### src/hdl/ovtl_defines.svh
// Behaviour
// Commands 22h, 24h, 25h use word transfers
// Trim is signed offset, applied on fly
// Trim changes slew at transition rate
// Trim bits 6:0 writable, 15:7 sign copies
// Host keeps trim within +123/-125 mV
// Above hardware max: clamp, raise warning
// Out-of-range writes flagged as invalid data
// Limit bits 15:12 read zero, 11:0 writable
// Target above limit warns, moves to limit
// Warning sets byte, word, vout status bits
// Limit written below target also warns
// Upper limit wins over lower limit
// Host keeps limit codes in recommended range
// Margin high scales command, plus trim
// Margin transitions slew at transition rate
// Margin bits 15:11 read zero, 10:0 writable
// Restore margin from one default bit
// Store default bit as code >= 532
// Margin quantised in eight-code steps
// Margin target held within upper limit
// Limit restored from memory or strap
// All voltage codes are 1.953 mV per bit
// Any write re-evaluates target in one update
`ifndef OVTL_DEFINES_SVH
`define OVTL_DEFINES_SVH
`define OVTL_CMD_TRIM   8'h22
`define OVTL_CMD_VMAX   8'h24
`define OVTL_CMD_MHI    8'h25
`define OVTL_DEV_ADDR   7'h24
`define OVTL_RD_NONE    16'hffff
`define OVTL_TRIM_RST   7'h00
`define OVTL_VMAX_RST   12'h400
`define OVTL_MHI_DFLT0  11'h210
`define OVTL_MHI_DFLT1  11'h218
`define OVTL_MHI_SPLIT  11'h214
`define OVTL_MHI_LO     11'h20c
`define OVTL_MHI_SAT    11'h23c
`define OVTL_MHI_BASE   11'h1fc
`define OVTL_MHI_MIN    4'h1
`define OVTL_MHI_MAX    4'h8
`define OVTL_MHI_SHIFT  6
`define OVTL_RATE_MIN   8'h05
`define OVTL_CLK_HZ     10000000
`define OVTL_VOUT_LSB_NV 1953125
`define OVTL_RATE_LSB_NV 125000
`define OVTL_ACC_SCALE  16
`define OVTL_ACC_LSB    13'((`OVTL_VOUT_LSB_NV * `OVTL_ACC_SCALE * \
  (`OVTL_CLK_HZ / 1000000)) / `OVTL_RATE_LSB_NV)
`define OVTL_ACC_SAT    13'h1388
`endif

### src/hdl/ovtl_pkg.sv
package ovtl_pkg;
  typedef enum logic [2:0] {
    OVTL_IDLE, OVTL_RX, OVTL_RACK, OVTL_TX, OVTL_TACK
  } ovtl_bus_e;

  typedef struct packed {
    logic [1:0]  scl_s;
    logic [1:0]  sda_s;
    logic        scl_d;
    logic        sda_d;
    ovtl_bus_e   st;
    logic [3:0]  bitc;
    logic [1:0]  bidx;
    logic [7:0]  sh;
    logic [7:0]  cmd;
    logic [7:0]  lo;
    logic        rd;
    logic        ack;
    logic        txhi;
    logic [15:0] txd;
    logic        sda_oe;
    logic [6:0]  trim;
    logic [11:0] vmax;
    logic [10:0] mhi;
    logic [12:0] target;
    logic        warn;
    logic        inv;
  } ovtl_main_s;

  typedef struct packed {
    logic [12:0] cur;
    logic [12:0] acc;
  } ovtl_ramp_s;
endpackage

### src/hdl/ovtl_limits.sv
`timescale 1ns/1ps
`include "ovtl_defines.svh"
module ovtl_limits import ovtl_pkg::*; #(
  parameter logic [6:0] DEV_ADDR = `OVTL_DEV_ADDR
) (
  // Clock and reset
  input  wire logic        clk_sys,
  input  wire logic        sys_rst,
  // Serial bus pins
  input  wire logic        scl_i,
  input  wire logic        sda_i,
  output logic             sda_o,
  output logic             sda_oe,
  output logic             alert_o,
  output logic             alert_oe,
  // Voltage control inputs
  input  wire logic [12:0] vout_command,
  input  wire logic        margin_high_sel,
  input  wire logic        conv_enable,
  input  wire logic [12:0] vout_min,
  input  wire logic [12:0] hw_max,
  input  wire logic [7:0]  trans_rate,
  // Nonvolatile restore and store
  input  wire logic        nvm_restore,
  input  wire logic        nvm_margin_dflt,
  input  wire logic [6:0]  nvm_trim,
  input  wire logic [11:0] nvm_vmax,
  input  wire logic        vmax_from_strap,
  input  wire logic [11:0] strap_vmax,
  output logic             margin_high_default_bit,
  // Status
  input  wire logic        status_clear,
  output logic             warn_max_min,
  output logic             status_byte_nota,
  output logic             status_word_vout,
  output logic             invalid_data,
  // Output target
  output logic      [12:0] vout_target,
  output logic      [12:0] vout_ramped,
  output logic             ramp_busy
);
  ovtl_main_s q;
  ovtl_main_s n;

  // Trim seen as a full sign-extended word
  function automatic logic [15:0] trim_word(input logic [6:0] t);
    trim_word = {{9{t[6]}}, t};
  endfunction

  // Margin code to step count in 1/64 units
  function automatic logic [3:0] mhi_step(input logic [10:0] c);
    logic [10:0] d;
    d = c - `OVTL_MHI_BASE;
    if (c < `OVTL_MHI_LO) begin
      mhi_step = `OVTL_MHI_MIN;
    end else if (c >= `OVTL_MHI_SAT) begin
      mhi_step = `OVTL_MHI_MAX;
    end else begin
      mhi_step = d[6:3];
    end
  endfunction

  // Read data for a command code
  function automatic logic [15:0] reg_read(input logic [7:0] c,
                                           input ovtl_main_s s);
    case (c)
      `OVTL_CMD_TRIM: reg_read = trim_word(s.trim);
      `OVTL_CMD_VMAX: reg_read = {4'h0, s.vmax};
      `OVTL_CMD_MHI:  reg_read = {5'h0, s.mhi};
      default:        reg_read = `OVTL_RD_NONE;
    endcase
  endfunction

  logic        scl_rise;
  logic        scl_fall;
  logic        start_c;
  logic        stop_c;
  logic [15:0] word;
  logic        commit;
  logic        bad;
  logic [16:0] prod;
  logic signed [15:0] raw;
  logic [12:0] hi_lim;
  logic [12:0] lo_lim;
  logic        gt_hi;
  logic        lt_lo;
  logic        clamp_act;
  logic [15:0] rd_word;

  // Pin edge and frame condition detection
  assign scl_rise = q.scl_s[1] & ~q.scl_d;
  assign scl_fall = ~q.scl_s[1] & q.scl_d;
  assign start_c  = q.scl_s[1] & q.scl_d & q.sda_d & ~q.sda_s[1];
  assign stop_c   = q.scl_s[1] & q.scl_d & ~q.sda_d & q.sda_s[1];

  // Word write completes at the high byte ack
  assign word   = {q.sh, q.lo};
  assign commit = (q.st == OVTL_RX) & scl_fall & (q.bitc == 4'h8)
                  & (q.bidx == 2'h3) & ~q.rd;
  assign rd_word = reg_read(q.cmd, q);

  // Validity of written data per command
  always_comb begin
    case (q.cmd)
      `OVTL_CMD_TRIM: bad = (word[15:7] != {9{word[6]}});
      `OVTL_CMD_VMAX: bad = (word[15:12] != 4'h0);
      `OVTL_CMD_MHI:  bad = (word[15:11] != 5'h0);
      default:        bad = 1'b1;
    endcase
  end

  // Combined target: command, trim, scaled margin
  assign prod = 17'(vout_command) * 17'(mhi_step(q.mhi));
  assign raw  = $signed({3'h0, vout_command}) + $signed(trim_word(q.trim))
              + (margin_high_sel ? $signed({5'h0, prod[16:`OVTL_MHI_SHIFT]})
                                 : 16'sh0);

  // Ceiling is limit or hardware max; limit beats lower limit
  assign hi_lim = ({1'b0, q.vmax} < hw_max) ? {1'b0, q.vmax} : hw_max;
  assign lo_lim = (vout_min > hi_lim) ? hi_lim : vout_min;
  assign gt_hi  = raw > $signed({3'h0, hi_lim});
  assign lt_lo  = raw < $signed({3'h0, lo_lim});
  assign clamp_act = gt_hi | lt_lo;

  // Bus slave, registers, target and status
  always_comb begin
    n = q;
    n.scl_s = {q.scl_s[0], scl_i};
    n.sda_s = {q.sda_s[0], sda_i};
    n.scl_d = q.scl_s[1];
    n.sda_d = q.sda_s[1];
    if (start_c) begin
      n.st = OVTL_RX;
      n.bitc = 4'h0;
      n.bidx = 2'h0;
      n.sda_oe = 1'b0;
    end else if (stop_c) begin
      n.st = OVTL_IDLE;
      n.sda_oe = 1'b0;
    end else begin
      case (q.st)
        OVTL_RX: begin
          if (scl_rise && q.bitc != 4'h8) begin
            n.sh = {q.sh[6:0], q.sda_s[1]};
            n.bitc = q.bitc + 4'h1;
          end else if (scl_fall && q.bitc == 4'h8) begin
            n.st = OVTL_RACK;
            n.sda_oe = 1'b1;
            case (q.bidx)
              2'h0: begin
                if (q.sh[7:1] == DEV_ADDR) begin
                  n.rd = q.sh[0];
                end else begin
                  n.st = OVTL_IDLE;
                  n.sda_oe = 1'b0;
                end
              end
              2'h1: n.cmd = q.sh;
              2'h2: n.lo = q.sh;
              default: n.lo = q.lo;
            endcase
          end
        end
        OVTL_RACK: begin
          if (scl_fall) begin
            n.bitc = 4'h0;
            if (q.bidx == 2'h0 && q.rd) begin
              n.st = OVTL_TX;
              n.txd = rd_word;
              n.txhi = 1'b0;
              n.sh = rd_word[7:0];
              n.sda_oe = ~rd_word[7];
            end else begin
              n.st = (q.bidx == 2'h3 || q.rd) ? OVTL_IDLE : OVTL_RX;
              n.sda_oe = 1'b0;
              n.bidx = q.bidx + 2'h1;
            end
          end
        end
        OVTL_TX: begin
          if (scl_fall) begin
            n.bitc = q.bitc + 4'h1;
            n.sh = {q.sh[6:0], 1'b0};
            n.sda_oe = ~q.sh[6];
            if (q.bitc == 4'h7) begin
              n.st = OVTL_TACK;
              n.sda_oe = 1'b0;
            end
          end
        end
        OVTL_TACK: begin
          if (scl_rise) begin
            n.ack = ~q.sda_s[1] & ~q.txhi;
          end else if (scl_fall) begin
            n.bitc = 4'h0;
            if (q.ack) begin
              n.st = OVTL_TX;
              n.txhi = 1'b1;
              n.ack = 1'b0;
              n.sh = q.txd[15:8];
              n.sda_oe = ~q.txd[15];
            end else begin
              n.st = OVTL_IDLE;
            end
          end
        end
        default: n.st = OVTL_IDLE;
      endcase
    end
    // Register contents: restore first, then valid writes
    if (nvm_restore) begin
      n.trim = nvm_trim;
      n.mhi = nvm_margin_dflt ? `OVTL_MHI_DFLT1 : `OVTL_MHI_DFLT0;
      n.vmax = vmax_from_strap ? strap_vmax : nvm_vmax;
    end else if (commit && !bad) begin
      case (q.cmd)
        `OVTL_CMD_TRIM: n.trim = word[6:0];
        `OVTL_CMD_VMAX: n.vmax = word[11:0];
        default:        n.mhi = word[10:0];
      endcase
    end
    // Target re-evaluated every cycle in one update
    if (gt_hi) begin
      n.target = hi_lim;
    end else if (lt_lo) begin
      n.target = lo_lim;
    end else begin
      n.target = raw[12:0];
    end
    // Sticky status, a new event beats the clear
    if (status_clear) begin
      n.warn = 1'b0;
      n.inv = 1'b0;
    end
    if (conv_enable && clamp_act) begin
      n.warn = 1'b1;
    end
    if (commit && bad && !nvm_restore) begin
      n.inv = 1'b1;
    end
  end

  // State register
  always_ff @(posedge clk_sys or posedge sys_rst) begin
    if (sys_rst) begin
      q <= '0;
      q.scl_s <= 2'h3;
      q.sda_s <= 2'h3;
      q.scl_d <= 1'b1;
      q.sda_d <= 1'b1;
      q.trim <= `OVTL_TRIM_RST;
      q.vmax <= `OVTL_VMAX_RST;
      q.mhi <= `OVTL_MHI_DFLT0;
    end else begin
      q <= n;
    end
  end

  // Slew limiter toward the clamped target
  ovtl_slew_ramp u_ramp (
    .clk_sys  (clk_sys),
    .sys_rst  (sys_rst),
    .target   (q.target),
    .rate     (trans_rate),
    .vout_now (vout_ramped),
    .busy     (ramp_busy)
  );

  // Outputs and host notification
  assign sda_o   = 1'b0;
  assign sda_oe  = q.sda_oe;
  assign alert_o = 1'b0;
  assign alert_oe = q.warn | q.inv;
  assign warn_max_min     = q.warn;
  assign status_byte_nota = q.warn;
  assign status_word_vout = q.warn;
  assign invalid_data     = q.inv;
  assign vout_target      = q.target;
  assign margin_high_default_bit = (q.mhi >= `OVTL_MHI_SPLIT);
endmodule

### src/hdl/ovtl_slew_ramp.sv
`timescale 1ns/1ps
`include "ovtl_defines.svh"
module ovtl_slew_ramp import ovtl_pkg::*; (
  // Clock and reset
  input  wire logic        clk_sys,
  input  wire logic        sys_rst,
  // Target and rate
  input  wire logic [12:0] target,
  input  wire logic [7:0]  rate,
  // Ramped output
  output logic      [12:0] vout_now,
  output logic             busy
);
  ovtl_ramp_s q;
  ovtl_ramp_s n;
  logic [7:0]  eff;
  logic [13:0] sum;

  // Rate below the slowest setting runs at the slowest
  assign eff = (rate < `OVTL_RATE_MIN) ? `OVTL_RATE_MIN : rate;

  // Accumulate rate, step one code per full LSB
  always_comb begin
    n = q;
    sum = 14'(q.acc) + 14'(eff) * 14'(`OVTL_ACC_SCALE); // No wrap at top rate
    if (q.cur == target) begin
      n.acc = 13'h0;
    end else begin
      if (sum >= 14'(`OVTL_ACC_LSB)) begin
        sum = sum - 14'(`OVTL_ACC_LSB);
        n.cur = (target > q.cur) ? q.cur + 13'h1 : q.cur - 13'h1;
      end
      n.acc = (sum > 14'(`OVTL_ACC_SAT)) ? `OVTL_ACC_SAT : sum[12:0];
    end
  end

  // State register
  always_ff @(posedge clk_sys or posedge sys_rst) begin
    if (sys_rst) begin
      q <= '0;
    end else begin
      q <= n;
    end
  end

  assign vout_now = q.cur;
  assign busy     = (q.cur != target);
endmodule

### config.mk
export PLATFORM = sky130hd
export DESIGN_NAME = ovtl_limits
export DESIGN_NICKNAME = d
export VERILOG_FILES = /design/src/hdl/ovtl_pkg.sv /design/src/hdl/ovtl_limits.sv /design/src/hdl/ovtl_slew_ramp.sv
export VERILOG_INCLUDE_DIRS = /design/src /design/src/hdl
export SDC_FILE = /design/constraint.sdc
export NUM_CORES = 1
export LEC_CHECK = 0
export BUFFER_PORTS_ARGS = -buffer_cell sky130_fd_sc_hd__clkbuf_2
export CAP_MARGIN = 20
export CORE_AREA = 2 2 157 159
export DETAILED_ROUTE_END_ITERATION = 10
export DIE_AREA = 0 0 159 161
export PLACE_DENSITY = 0.71
export REMOVE_ABC_BUFFERS = 1
export SETUP_SLACK_MARGIN = 0.5
export SYNTH_ARGS = -nofsm -noshare
export SYNTH_HDL_FRONTEND = slang
export SYNTH_SLANG_ARGS = --single-unit
export TNS_END_PERCENT = 50
### constraint.sdc
create_clock -name clk_sys -period 10.8 [get_ports clk_sys]
set_input_delay 0 -clock clk_sys [delete_from_list [all_inputs] [get_ports clk_sys]]
set_output_delay 0 -clock clk_sys [all_outputs]
set_load 0.02 [all_outputs]
==> results.sh <==
export IMPL_vias_per_cell=5.81
export IMPL_grt_usage_pct=24.6
export IMPL_dp_hpwl_mm=24.4
export IMPL_p_clk_share_pct=17.0
export IMPL_numCtsBuffers=17
export IMPL_clk_pin_slew_ns=0.06
export IMPL_cts_setup_buffers=0
export IMPL_drive_gt1_share_pct=15.9
export IMPL_port_buffers=121
export IMPL_switchingPower_mw=1.57
export IMPL_final_common_cell="nand2_1"
export IMPL_crit_start="q[24]"
export IMPL_power_density_nw_per_um2=252
export IMPL_endpoint_kind="flop"
export IMPL_synthFlopType="dfrtp_1"
export IMPL_final_cell_mix="155 x nand2_1, 128 x ha_1, 121 x clkbuf_2, 108 x dfrtp_1, 106 x o21ai_0"
export IMPL_cts_htree_levels=4
export IMPL_required_ns=11.08
export IMPL_die_y_um=161
export IMPL_synth_top_area_share_pct=22.8
export IMPL_synth_largest_area_cell="dfrtp_1"
export IMPL_worst_setup_path_type="reg2reg"
export IMPL_drc=0
export IMPL_cp_max_fo=12
export IMPL_pwr_share_seq_pct=20.3
export IMPL_synth_cell_types=83
export IMPL_reg2reg_depth=35
export IMPL_root_buffer="clkbuf_16"
export IMPL_run_status="finished clean"
export IMPL_relSlewSlack_pct=33.0
export IMPL_yosysSeqAreaShare_pct=24.8
export IMPL_critPathMaxStageDelay_ns=0.64
export IMPL_grt_ovfl_total=0
export IMPL_grt_antenna_before_repair=0
export IMPL_clock_path_buffers=2
export IMPL_start_kind="flop"
export IMPL_grt_first_pass_wirelength_mm=51.4
export IMPL_syn_cell_area_um2=11900
export IMPL_p_int_mw=1.76
export IMPL_r2r_slack_ns=1.29
export IMPL_fin_crit_ns=9.51
export IMPL_dieArea_um2=25600
export IMPL_timing_max_cap_violations=0
export IMPL_worstSkewPairLatency_ns=0.41
export IMPL_vdd_drop_max_mv=0.176
export IMPL_slowest_stage="o32ai_2"
export IMPL_p_sw_share_pct=47.1
export IMPL_clock_sinks=117
export IMPL_synth_area_top_cells="dfrtp_1 23%, ha_1 14%, fa_1 5.9%, nand2_1 4.9%, o21ai_0 4.5%"
export IMPL_start_util_pct=49.5
export IMPL_clock_skew_ns=0.0162
export IMPL_cts_tree="built"
export IMPL_synth_edff_count=0
export IMPL_tns_ns=0
export IMPL_finalHoldWorstSlack_ns=0.0238
export IMPL_worstPathArrival_ns=9.79
export IMPL_first_iter_violations=1153
export IMPL_ios=124
export IMPL_fmax_mhz=105
export IMPL_synth_cells=1405
export IMPL_crit_end="vout_target[2]"
export IMPL_slew_viol_final=0
export IMPL_core_area_um2=24000
export IMPL_first_pass_iters=5
export IMPL_min_path_type="in2reg"
export IMPL_grt_pass1_vias=10084
export IMPL_rsz0062_at_grt="no"
export IMPL_area_growth_syn_to_layout_pct=11.3
export IMPL_r2r_start="q[24]"
export IMPL_r2r_end="vout_target[2]"
export IMPL_ys_warn_count=0
export IMPL_antenna_cells=0
export IMPL_tightestPinTransition_ns=1.00
export IMPL_nNetsFinal=1731
export IMPL_hold_viol=0
export IMPL_setup_viol=0
export IMPL_routedWlPerCell_um=17.1
export IMPL_rows=57
export IMPL_leakage_nw=6.40
export IMPL_gp_congestion=0.915
export IMPL_fp_dieW_um=159
export IMPL_grt_max_degree=68
export IMPL_vias=10557
export IMPL_routed_wl_mm=31.1
export IMPL_syn_area_per_cell_um2=8.44
export IMPL_ys_async_sr_fraction_pct=100
export IMPL_fin_crit_sh_pct=88.0
export IMPL_ant_nets=0
export IMPL_synth_seq_cells=117
export IMPL_pwr_share_comb_pct=62.7
-- sequential cells by signal, indices dropped and copies added, names as in the netlist --
| name | flops |
|---|---|
| n | 4 |
| status_byte_nota | 1 |
| u_ramp.vout_now | 13 |
| sda_oe | 1 |
| q | 73 |
| u_ramp.q | 11 |
| invalid_data | 1 |
| vout_target | 13 |
-- Yosys cell counts, drive strengths merged, types with 5 or more instances --
| master | instances |
|---|---|
| mux2 | 24 |
| nand4 | 15 |
| a22oi | 9 |
| o21ai | 115 |
| dfstp | 9 |
| nand2 | 155 |
| mux2i | 49 |
| and2 | 46 |
| o21a | 11 |
| nor2 | 95 |
| or2 | 17 |
| xor2 | 21 |
| o211ai | 10 |
| a21oi | 68 |
| nor2b | 10 |
| nor4 | 13 |
| inv | 104 |
| or3 | 8 |
| a211oi | 15 |
| nor4b | 6 |
| a21o | 23 |
| o21bai | 5 |
| dfrtp | 108 |
| fa | 35 |
| nor3 | 24 |
| a31oi | 9 |
| nand3b | 6 |
| o311ai | 5 |
| ha | 128 |
| a41oi | 7 |
| a2111oi | 7 |
| and3 | 14 |
| buf | 44 |
| nand2b | 14 |
| clkbuf | 46 |
| a221oi | 5 |
| o32ai | 5 |
| o22ai | 7 |
| xnor2 | 25 |
| nand3 | 30 |
-- final cells by class --
cell class                      count  area [µm²]
Clock inverter                     13         136
Tap cell                          324         405
Sequential cell                   117        2940
Fill cell                        2251       10800
Timing Repair Buffer              144         811
Multi-Input combinational cell   1096        8050
Clock buffer                       19         453
Inverter                          104         393
-- per-layer routing --
| layer | track usage (%) | share of wire (%) | wire length (µm) | vias up |
|---|---|---|---|---|
| met2 | 41.2 | 47 | 14600 | 363 |
| li1 | - | - | - | 5110 |
| met1 | 33.8 | 46 | 14500 | 5043 |
| met3 | 3.52 | 5.3 | 1660 | 41 |
| met5 | 0 | 0 | 0 | - |
| met4 | 5.50 | 1.4 | 434 | 0 |
-- worst max-delay path: cells and delay by family, from the launching register on --
family | cells | cell delay, ns
AOI/OAI and AO/OA | 11 | 2.60
xor gates and xnor gates | 2 | 0.37
adders and majority gates | 6 | 2.31
buffers and inverters | 2 | 0.10
DFF | 1 | 0.56
and+or+nand+nor | 14 | 3.46
-- power by group through the flow --
stage / registers (mW) / logic (mW) / clock network [mW]
detailed placement: 0.677 / 2.04 / 0
finish: 0.675 / 2.08 / 0.564
global route: 0.688 / 2.34 / 0.593
CTS: 0.671 / 2.06 / 0.571
floorplan: 0.703 / 1.52 / 0
global placement: 0.676 / 1.99 / 0
-- stage by stage --
| stage | utilization (%) | instances | power, mW | worst slack [ns] | area [µm²] |
|---|---|---|---|---|---|
| floorplan | - | 1317 | 2.22 | 1.94 | 11400 |
| global placement | 52.0 | 1771 | 2.67 | 1.49 | 12500 |
| detailed placement | 52.0 | 1771 | 2.72 | 1.22 | 12500 |
| CTS | 55.0 | 1816 | 3.31 | 1.19 | 13200 |
| global route | 55.0 | 1817 | 3.62 | 0.544 | 13200 |
| finish | 55.0 | 1817 | 3.32 | 1.29 | 13200 |
-- what timing repair did --
action / 4_1_cts / 5_1_grt
endpoints found under the setup margin: 0 / 11
hold buffers: 13 / 0
resized for setup: 0 / 2
hold endpoints to repair: 61 / 0
-- how the worst min path moves through the flow --
stage                      start         endpoint  slack [ns]  cells after the start
floorplan                  sda_i           n[101]       0.004                      0
global placement           sda_i           n[101]        0.09                      1
detailed placement         sda_i           n[101]        0.09                      1
CTS                 vout_min[12]  vout_target[12]        0.01                      4
global route        vout_min[12]  vout_target[12]        0.04                      4
finish              vout_min[12]  vout_target[12]        0.02                      4
-- cell families (layout without fill, tap and decap cells) --
group | Yosys count | after routing | share of synthesized area [%]
other cells | 2 | 4 | 0.0634
xor+xnor | 46 | 46 | 3.40
fa+ha+maj | 163 | 163 | 19.4
flops | 117 | 117 | 24.8
mux | 73 | 73 | 6.42
compound gates | 340 | 340 | 18.7
buf+inv | 194 | 280 | 7.40
simple gates | 470 | 470 | 19.8
Note: power is estimated with default switching activity, not from simulation.
